**src/low_power_state_control_regs.svh**
```systemverilog
`ifndef LOW_POWER_STATE_CONTROL_REGS_SVH
`define LOW_POWER_STATE_CONTROL_REGS_SVH

// synchroniser depth for asynchronous requests
`define LPSC_SYNC_STAGES 2
// number of gated core units (bit 0 bus, bit 1 local interrupt unit, rest core)
`define LPSC_UNITS 4
`define LPSC_UNIT_BUS 0
`define LPSC_UNIT_LIU 1
// clock enable codes: all running, those kept alive in the clocks-stopped state, none in sleep
`define LPSC_EN_ALL 4'hF
`define LPSC_EN_STOPPED 4'h3
`define LPSC_EN_NONE 4'h0
// pending interrupt width
`define LPSC_IRQ_W 8

`endif

```
**src/low_power_state_control_pkg.sv**
```systemverilog
package low_power_state_control_pkg;
    typedef enum logic [2:0] {
        ST_NORMAL = 3'b000,
        ST_STOP_GRANT = 3'b001,
        ST_SLEEP = 3'b010,
        ST_MGMT = 3'b011,
        ST_RESUME = 3'b100
    } power_state_type;
endpackage : low_power_state_control_pkg

```
**src/lpsc_sync.sv**
```systemverilog
`timescale 1ns/1ps
`default_nettype none
`include "low_power_state_control_regs.svh"

// two-flop synchroniser, one bit per lane, reset to the inactive level
module lpsc_sync
(
    input wire logic core_clk_i,
    input wire logic rst_i,
    input wire logic [2:0] async_n_i,
    output logic [2:0] sync_n_o
);
    logic [2:0] meta_ff;
    logic [2:0] hold_ff;

    // first stage is read only by the second
    always_ff @(posedge core_clk_i)
    begin
        if (rst_i)
        begin
            meta_ff <= 3'h7;
            hold_ff <= 3'h7;
        end
        else
        begin
            meta_ff <= async_n_i;
            hold_ff <= meta_ff;
        end
    end

    assign sync_n_o = hold_ff;
endmodule : lpsc_sync

`default_nettype wire

```
**src/low_power_state_control.sv**
```systemverilog
`timescale 1ns/1ps
`default_nettype none
`include "low_power_state_control_regs.svh"

module low_power_state_control
    import low_power_state_control_pkg::*;
(
    input wire logic core_clk_i,
    input wire logic rst_i,
    input wire logic stop_clock_request_n_i,
    input wire logic sleep_request_n_i,
    input wire logic system_mgmt_interrupt_n_i,
    input wire logic over_temp_i,
    input wire logic snoop_req_i,
    input wire logic [`LPSC_IRQ_W-1:0] irq_i,
    input wire logic bus_ack_done_i,
    input wire logic handler_exit_i,
    output logic [`LPSC_UNITS-1:0] unit_clk_en_o,
    output logic stop_grant_ack_o,
    output logic mgmt_ack_o,
    output logic save_state_o,
    output logic system_management_mode_o,
    output logic snoop_resp_o,
    output logic [`LPSC_IRQ_W-1:0] irq_service_o,
    output logic exec_run_o,
    output logic thermal_trip_out_n_o
);
    // enable codes as vectors so each unit flop can pick its own bit
    localparam logic [`LPSC_UNITS-1:0] en_all = `LPSC_EN_ALL;
    localparam logic [`LPSC_UNITS-1:0] en_stopped = `LPSC_EN_STOPPED;
    localparam logic [`LPSC_UNITS-1:0] en_none = `LPSC_EN_NONE;

    // synchronised request levels, active low as on the pins
    logic [2:0] req_sync_n;
    logic stop_req;
    logic sleep_req;
    logic mgmt_req;
    power_state_type state_ff;
    power_state_type nxt_state;
    logic [`LPSC_UNITS-1:0] clk_en_ff;
    logic sg_ack_ff;
    logic mgmt_ack_ff;
    logic save_ff;
    logic mode_ff;
    logic snoop_ff;
    logic [`LPSC_IRQ_W-1:0] pend_ff;
    logic [`LPSC_IRQ_W-1:0] svc_ff;
    logic run_ff;
    logic trip_ff;
    logic mgmt_seen_ff;

    // requests arrive with no relation to the clock
    // every decision below reads only the second flop, so a metastable
    // first stage never fans out into the state logic
    lpsc_sync u_sync
    (
        .core_clk_i(core_clk_i),
        .rst_i(rst_i),
        .async_n_i({system_mgmt_interrupt_n_i, sleep_request_n_i, stop_clock_request_n_i}),
        .sync_n_o(req_sync_n)
    );

    assign stop_req = ~req_sync_n[0];
    assign sleep_req = ~req_sync_n[1];
    assign mgmt_req = ~req_sync_n[2];

    // next power state; thermal trip does not enter into it
    // stop wins over a management request arriving in the same cycle;
    // the management request stays pending and is taken after resume
    // a stop request raised during management mode waits for handler exit
    always_comb
    begin
        nxt_state = state_ff;
        unique case (state_ff)
            ST_NORMAL:
            begin
                if (stop_req)
                    nxt_state = ST_STOP_GRANT;
                else if (mgmt_req && !mgmt_seen_ff)
                    nxt_state = ST_MGMT;
            end
            ST_STOP_GRANT:
            begin
                if (sleep_req)
                    nxt_state = ST_SLEEP;
                else if (!stop_req)
                    nxt_state = ST_RESUME;
            end
            ST_SLEEP:
            begin
                if (!sleep_req)
                    nxt_state = ST_STOP_GRANT;
            end
            ST_MGMT:
            begin
                if (handler_exit_i)
                    nxt_state = ST_NORMAL;
            end
            ST_RESUME:
            begin
                nxt_state = ST_NORMAL;
            end
            default:
            begin
                nxt_state = ST_NORMAL;
            end
        endcase
    end

    // state register; reset always returns to normal
    // reset is synchronous, so it must be held across a clock edge
    always_ff @(posedge core_clk_i)
    begin
        if (rst_i)
            state_ff <= ST_NORMAL;
        else
            state_ff <= nxt_state;
    end

    // management interrupt is level; accept once per assertion
    // without this a long request would re-enter the mode after every exit
    // limitation: a second request needs the pin released in between
    always_ff @(posedge core_clk_i)
    begin
        if (rst_i)
            mgmt_seen_ff <= 1'b0;
        else if (!mgmt_req)
            mgmt_seen_ff <= 1'b0;
        else if (state_ff == ST_NORMAL && nxt_state == ST_MGMT)
            mgmt_seen_ff <= 1'b1;
    end

    // per-unit clock gating, one flop per unit; core_clk_i itself is never gated
    // enables follow the next state so they change together with the state
    genvar ui;
    generate
        for (ui = 0; ui < `LPSC_UNITS; ui = ui + 1)
        begin : g_unit_gate
            always_ff @(posedge core_clk_i)
            begin
                if (rst_i)
                    clk_en_ff[ui] <= en_all[ui];
                else
                begin
                    unique case (nxt_state)
                        ST_STOP_GRANT: clk_en_ff[ui] <= en_stopped[ui];
                        ST_SLEEP: clk_en_ff[ui] <= en_none[ui];
                        default: clk_en_ff[ui] <= en_all[ui];
                    endcase
                end
            end
        end
    endgenerate

    // one-cycle stop-grant acknowledge transaction request on entry from normal
    // a return from sleep is not a new entry, so no second acknowledge
    always_ff @(posedge core_clk_i)
    begin
        if (rst_i)
            sg_ack_ff <= 1'b0;
        else
            sg_ack_ff <= (state_ff == ST_NORMAL) && (nxt_state == ST_STOP_GRANT);
    end

    // management entry: save pulse, then acknowledge, then handler runs
    always_ff @(posedge core_clk_i)
    begin
        if (rst_i)
        begin
            save_ff <= 1'b0;
            mgmt_ack_ff <= 1'b0;
        end
        else
        begin
            // acknowledge trails the save by one cycle so state is safe first
            save_ff <= (state_ff == ST_NORMAL) && (nxt_state == ST_MGMT);
            mgmt_ack_ff <= save_ff;
        end
    end

    // mode flag rises with the acknowledge so the handler starts after it
    // it drops one cycle after the handler exit, when the state has left
    always_ff @(posedge core_clk_i)
    begin
        if (rst_i)
            mode_ff <= 1'b0;
        else if (state_ff != ST_MGMT)
            mode_ff <= 1'b0;
        else if (save_ff)
            mode_ff <= 1'b1;
    end

    // snoops answered in normal and stop-grant, dropped in sleep
    // the bus unit keeps its clock in stop-grant, which is what lets it answer
    always_ff @(posedge core_clk_i)
    begin
        if (rst_i)
            snoop_ff <= 1'b0;
        else
            snoop_ff <= snoop_req_i && (state_ff != ST_SLEEP);
    end

    // pending interrupts; a new one wins over the clear in the same cycle
    // stop-grant only collects, so nothing is lost while the core is gated
    // arrivals in sleep are dropped: the interrupt unit has no clock there
    always_ff @(posedge core_clk_i)
    begin
        if (rst_i)
            pend_ff <= '0;
        else if (state_ff == ST_SLEEP)
            pend_ff <= pend_ff;
        else if (state_ff == ST_STOP_GRANT)
            pend_ff <= pend_ff | irq_i;
        else
            pend_ff <= (pend_ff & ~svc_ff) | irq_i;
    end

    // service strobe, one cycle per handed-off set, only while executing
    // the gap cycle after each strobe lets the pending clear land first,
    // trading one cycle of latency for never serving an interrupt twice unless its strobe falls on the edge into stop-grant
    always_ff @(posedge core_clk_i)
    begin
        if (rst_i)
            svc_ff <= '0;
        else if ((state_ff == ST_NORMAL || state_ff == ST_RESUME) && run_ff && !trip_ff
                 && svc_ff == '0)
            svc_ff <= pend_ff;
        else
            svc_ff <= '0;
    end

    // thermal trip latch; reset re-evaluates, no hysteresis
    // a part still hot at reset release trips again on the first edge,
    // so the pin is only meaningful once reset has been released
    always_ff @(posedge core_clk_i)
    begin
        if (rst_i)
            trip_ff <= 1'b0;
        else if (over_temp_i)
            trip_ff <= 1'b1;
    end

    // execution runs only when clocked core and not tripped
    always_ff @(posedge core_clk_i)
    begin
        if (rst_i)
            run_ff <= 1'b0;
        else
            run_ff <= !trip_ff && !over_temp_i
                      && (nxt_state == ST_NORMAL || nxt_state == ST_MGMT);
    end

    // bus ack done is informative only; the block never waits on it
    logic unused_ok;
    assign unused_ok = bus_ack_done_i;

    // every output is a flop, the trip pin through one inverter, so no glitch reaches the system side
    assign unit_clk_en_o = clk_en_ff;
    assign stop_grant_ack_o = sg_ack_ff;
    // management entry handshake
    assign mgmt_ack_o = mgmt_ack_ff;
    assign save_state_o = save_ff;
    assign system_management_mode_o = mode_ff;
    // bus, interrupt and execution status
    assign snoop_resp_o = snoop_ff;
    assign irq_service_o = svc_ff;
    assign exec_run_o = run_ff;
    assign thermal_trip_out_n_o = ~trip_ff;
endmodule : low_power_state_control

`default_nettype wire

```
**config.mk**
```make
export PLATFORM = sky130hd
export DESIGN_NAME = low_power_state_control
export DESIGN_NICKNAME = d
export VERILOG_FILES = /design/src/low_power_state_control_pkg.sv /design/src/lpsc_sync.sv /design/src/low_power_state_control.sv
export VERILOG_INCLUDE_DIRS = /design/src
export SDC_FILE = /design/constraint.sdc
export NUM_CORES = 1
export LEC_CHECK = 0
export ABC_AREA = 1
export BUFFER_PORTS_ARGS = -buffer_cell sky130_fd_sc_hd__buf_2
export CORE_MARGIN = 2
export CORE_UTILIZATION = 40
export CTS_CLUSTER_SIZE = 14
export DETAILED_ROUTE_END_ITERATION = 7
export GPL_TIMING_DRIVEN = 0
export PLACE_DENSITY_LB_ADDON = 0.12
export SLEW_MARGIN = 40
export SYNTH_ARGS = -nofsm -noshare
export SYNTH_HDL_FRONTEND = slang
export SYNTH_SLANG_ARGS = --single-unit
```
**constraint.sdc**
```tcl
create_clock -name core_clk_i -period 1.4 [get_ports core_clk_i]
set_clock_uncertainty 0.05 [all_clocks]
set_input_delay 0.07 -clock core_clk_i [delete_from_list [all_inputs] [get_ports core_clk_i]]
set_output_delay 0.07 -clock core_clk_i [all_outputs]
set_load 0.02 [all_outputs]
```
* Word level (Yosys, flattened, before mapping)
Cells that the tools add are included.
W data, S select, Z words.
** Cells by class
- Equal/unequal tests :: 9
- Muxes and demuxes :: 10
- Bitwise operators :: 7
- Reduce and logical (&&, ||, !) cells :: 21
** Operators with widths (number)
- $mux W3 :: 6
- $or A8 B8 Y8 :: 2
- $eq A3 B2 Y1 const B :: 4
- $pmux W3 S4 :: 1
- $logic_and A1 B1 Y1 :: 9
- $and A8 B8 Y8 :: 1
- $logic_not A8 Y1 :: 1
- $mux W8 :: 1
- $not A8 Y8 :: 1
- $reduce_or A2 Y1 :: 4
- $eq A3 B1 Y1 const B :: 2
- $logic_not A3 Y1 :: 2
- $ne A3 B2 Y1 const B :: 2
- $eq A3 B3 Y1 const B :: 1
- $logic_not A1 Y1 :: 3
- $not A1 Y1 :: 3
- $logic_or A1 B1 Y1 :: 2
- $mux W1 :: 2
** Word-level totals
- Bits in registers :: 35
- Bits of input ports :: 17
- Word-level logic and storage cells :: 62

* Logic depth before layout (Yosys ltp)
- Depth in word-level cells :: 8
- Depth in mapped cells :: 11

* Hierarchy
Synthesis repeated with hierarchy kept, for this count alone.
** Unflattened totals
- Cell total of the unflattened synthesis :: 167
- Area, all modules :: 1301.2 um2
** Modules (own cells, without submodules)
- low_power_state_control :: times used 1, cells an instance 148, area an instance 1132.3 um2
- lpsc_sync :: times used 1, cells an instance 19, area an instance 168.9 um2

* Worst setup path after synthesis
Ideal clock, no wire load.
- Path kind :: register -> register
- Start :: register state_ff[0]
- End :: register clk_en_ff[3], in the netlist unit_clk_en_o[3]
- Arrival time :: 1.037 ns
- Setup slack :: 0.196 ns
- Stages on the path, launching flop included :: 12
- Path buffers :: 2
- Clock period less this slack :: 1.204 ns
- Cells stage by stage :: dfxtp_1 buf_6 inv_2 nand3_2 buf_6 nand2_2 nand2_1 nand2_1 nor2_1 nand2_2 nand2_1 nand2_1
** Between the ends
- Longest elaborated chain between the ends :: 6
** Ends and longest elaborated chain
- from (decl) :: line low_power_state_control.sv:38 : power_state_type state_ff;
- from (signal assigned) :: line low_power_state_control.sv:117 : state_ff <= nxt_state;
- $mux W3 (on tied branches) :: line low_power_state_control.sv:86, low_power_state_control.sv:79
- $mux W3 (on tied branches) :: line low_power_state_control.sv:84, low_power_state_control.sv:77
- $pmux W3 S4 * :: line low_power_state_control.sv:74 : unique case (state_ff)
- $eq A3 B1 Y1 or $eq A3 B2 Y1 (tied branches) :: line low_power_state_control.sv:145 : unique case (nxt_state)
- $reduce_or A2 Y1 (no source line) *
- $mux W1 * :: line low_power_state_control.sv:145
- to (signal, indexed assignment) :: line low_power_state_control.sv:146 : ST_STOP_GRANT: clk_en_ff[ui] <= en_stopped[ui];
- to (signal, indexed assignment) :: line low_power_state_control.sv:147 : ST_SLEEP: clk_en_ff[ui] <= en_none[ui];
- to (signal, indexed assignment) :: line low_power_state_control.sv:148 : default: clk_en_ff[ui] <= en_all[ui];
- to (decl) :: line low_power_state_control.sv:40 : logic [`LPSC_UNITS-1:0] clk_en_ff;
Mark *: on every way between the ends. The rest lies on a longest branch, timed or not.
A chain may end at the register's enable or synchronous reset.

* Worst setup path in the final report
- Start :: input system_mgmt_interrupt_n_i
- End :: register u_sync.meta_ff[2]
** RTL lines
- from (decl) :: line low_power_state_control.sv:12 : input wire logic system_mgmt_interrupt_n_i,
- to (signal assigned) :: line lpsc_sync.sv:26 : meta_ff <= async_n_i;
- to (decl) :: line lpsc_sync.sv:13 : logic [2:0] meta_ff;
No word-level cell between the ends.

==> results.md <==
- Fmax: 746 MHz
- Met3 WL: between 150 and 200 µm
- First-pass GRT wire length: about 4.6 mm
- Switch share: 28.2%
- Met2 WL: 1.28 mm
- WHS Path Cells: 3
- H-tree depth: 2
- Site Rows: 21
- Synth area leader: dfxtp_1
- Slew HR: roughly 68%
- Arrival @ worst endpoint: 1.52 ns
- TritonRoute pass-1 iters: 4
- DRT Wirelength: approximately 2.8 mm
- Top cells by area, synth: dfxtp_1 52%, nor2_1 9.2%, nand2_1 7.5%, nand3_1 5.6%, inv_1 4.8%
- Combinational fraction of design power: around 17%
- M1 WL: 1.30 mm
- PwrDens: 1080 mW/mm²
- Placed cell count: 251
- Worst flop-to-flop path endpoint: unit_clk_en_o[3]
- Synth Net Count: between 150 and 200
- Initial antenna violation count: 0
- Final Non-Filler Cells: around 280
- Iter 0 DRT Violations: between 40 and 50
- Reg-to-Reg Start: state_ff[0]
- Type of the most critical hold path: primary input to register
- CTS tree: done
- # DRC: 0
- Wire per inst: slightly above 10 µm
- Worst-path clk slew: 0.11 ns
- GRT Util Overall: 16.9%
- CP Data Required Time: 1.58 ns
- Sequential-to-total area share from yosys stat: 52.2%
- Crit share post-route: 95.8%
- DIE AREA: 0.00384 mm²
- RePlAce Congestion: 0.864
- Crit path launch type: primary input
- CP endpoint kind: register
- Port buffer count: 34
- Die Y: 61.9 µm
- Max Cap Violations: 0
- P&R area growth vs syn: 34.1%
- Syn_area_per_cell: 7.85 µm²
- Maximum root-to-sink buffer count: 2
- Cell Int Power: 1.39 mW
- Clock Sinks: 35
- CP Max Fanout: 1
- Total chip power: between 1.5 and 2 mW
- Mapped Cells: 171
- Vias in the first global route: ~1,100
- DRT antenna net count: 0
- Core area: 0.00328 mm²
- I/O Pins: 36
- Uppermost routed layer: met4
- Clk_lat worst skew: 0.34 ns
- P_sw: 0.547 mW
- Slew @ Worst Pin: 0.481 ns
- Post-DP HPWL: 2.00 mm
- Synth warn: 0
- Synth top area share: 52.2%
- Final hold viol count: 0
- Post-layout min period: 1.34 ns
- Number of diodes: 0
- Starting Density: 40.9%
- Setup TNS: 0 ns
- Cell count of the worst reg-to-reg path: 11
- Min-delay src: rst_i
- RSZ-0062 raised after global routing: no
- Average via count per standard cell: 4.46
- Via count: 1,230
- Total grt overflow: 0
- Cell variety after synth: 20
- Layout cell share with drive strength beyond 1: 31.7%
- Cell Area, Synth: about 0.0013 mm²
- Outcome: finished, final reports clean
- Root Buffer: clkbuf_4
- Final Max Tran Viols: 0
- Clock share of power: 27.0%
- Register share of total power: 55.6%
- Pin count of the biggest net entering global routing: 12
- Synth Register Bits: 35
- FF-to-FF setup slack: 0.11 ns
- Total CTS buffers: 5
- Hold Path End: unit_clk_en_o[3]
- Die Wd: 61.9 µm
- Final setup fails: 0
- Pleak: 0.885 nW
- Final Net Count: 246
- CP Class: primary input to register
- Max IR drop VDD: about 0.63 mV
cell families after synthesis:
kind of cell / after synthesis / synth area share, %
buf+inv: 28 / 10.1
compound gates: 9 / 3.35
flops: 35 / 52.2
simple gates: 99 / 34.4
routing by layer:
metal | up-vias | global-route usage, %
met5 | - | 0
met4 | 0 | 9.12
met3 | 6 | 4.35
met2 | 31 | 26.6
met1 | 548 | 21.1
li1 | 645 | -
power by group through the flow:
stage / clock network (mW) / logic, mW / registers, mW
after detailed placement: 0 / 0.298 / 1.10
final: 0.524 / 0.337 / 1.08
after global routing: 0.569 / 0.382 / 1.09
after floorplan: 0 / 0.192 / 1.12
after CTS: 0.539 / 0.329 / 1.08
after global placement: 0 / 0.293 / 1.10
worst max-delay path: stages:
cell,delay [ns]
dlygate4sd3_1,0.54
buf_2,0.11
or2_2,0.25
dlygate4sd3_1,0.55
Yosys cell counts:
master	n
or2_2	6
o21ai_0	1
clkbuf_1	2
nand2_2	4
nand3_1	15
inv_1	17
and3_1	1
nand3_2	1
dfxtp_1	35
nand2_1	27
nand3_4	1
buf_6	3
buf_4	2
nor4_1	1
a21oi_1	8
nor2_1	33
inv_2	4
nand4_1	3
nor3_1	3
nor2_2	4
layout by cell type, fill, tap and decap left out, types with 2 or more instances in the layout:
cell type	count
buf_6	2
buf_2	34
clkbuf_1	3
nand3_1	15
inv_1	17
nor2_1	31
nand2_1	27
or2_2	6
nor2_2	6
inv_2	4
buf_4	5
nand4_1	3
a21oi_1	8
nor3_1	3
dfxtp_1	33
dlygate4sd3_1	14
clkbuf_4	5
nand2_2	4
repair_timing:
action	in CTS	in global routing
endpoints found under the setup margin	0	13
endpoints found under the hold margin	13	0
setup buffers	0	3
resized for setup	0	6
hold buffers	14	0
state kept, by name (all words and copies together) (netlist names):
| register | cells |
|---|---|
| mgmt_seen_ff | 1 |
| u_sync.meta_ff | 3 |
| snoop_resp_o | 1 |
| mgmt_ack_o | 1 |
| system_management_mode_o | 1 |
| state_ff | 3 |
| trip_ff | 1 |
| pend_ff | 8 |
| unit_clk_en_o | 2 |
| save_state_o | 1 |
| exec_run_o | 1 |
| stop_grant_ack_o | 1 |
| u_sync.sync_n_o | 3 |
| irq_service_o | 8 |
area by class of cell:
class	instances	area [µm²]
flip-flops and latches	35	706
plain buffers	7	60.1
clock inverters	2	12.5
fillers	328	1480
inverters	21	78.8
well taps	46	57.6
multi-input cells	108	512
repair buffers	51	333
clock buffers	6	41.3
metrics by stage:
step           hold slack [ns]  worst slack [ns]  cell area [µm²]  util, %
2_1_floorplan            0.124             0.196             1340        -
3_3_place_gp             0.203            0.0673             1570     47.8
3_5_place_dp             0.206            0.0476             1570     47.8
4_1_cts                 0.0270            0.0224             1760     53.7
5_1_grt                 0.0620           0.00140             1800     54.8
6_report                0.0224            0.0588             1800     54.8
worst max-delay path by stage:
stage	startpoint	end	slack [ns]	depth (start not counted)
after detailed placement	trip_ff	irq_service_o[5]	0.05	3
after floorplan	state_ff[0]	unit_clk_en_o[3]	0.20	11
final	system_mgmt_interrupt_n_i	u_sync.meta_ff[2]	0.06	4
after global routing	state_ff[0]	unit_clk_en_o[1]	0.001	9
after CTS	trip_ff	irq_service_o[5]	0.02	3
after global placement	state_ff[0]	unit_clk_en_o[1]	0.07	9
No activity file was read; power rests on OpenSTA's default activity.
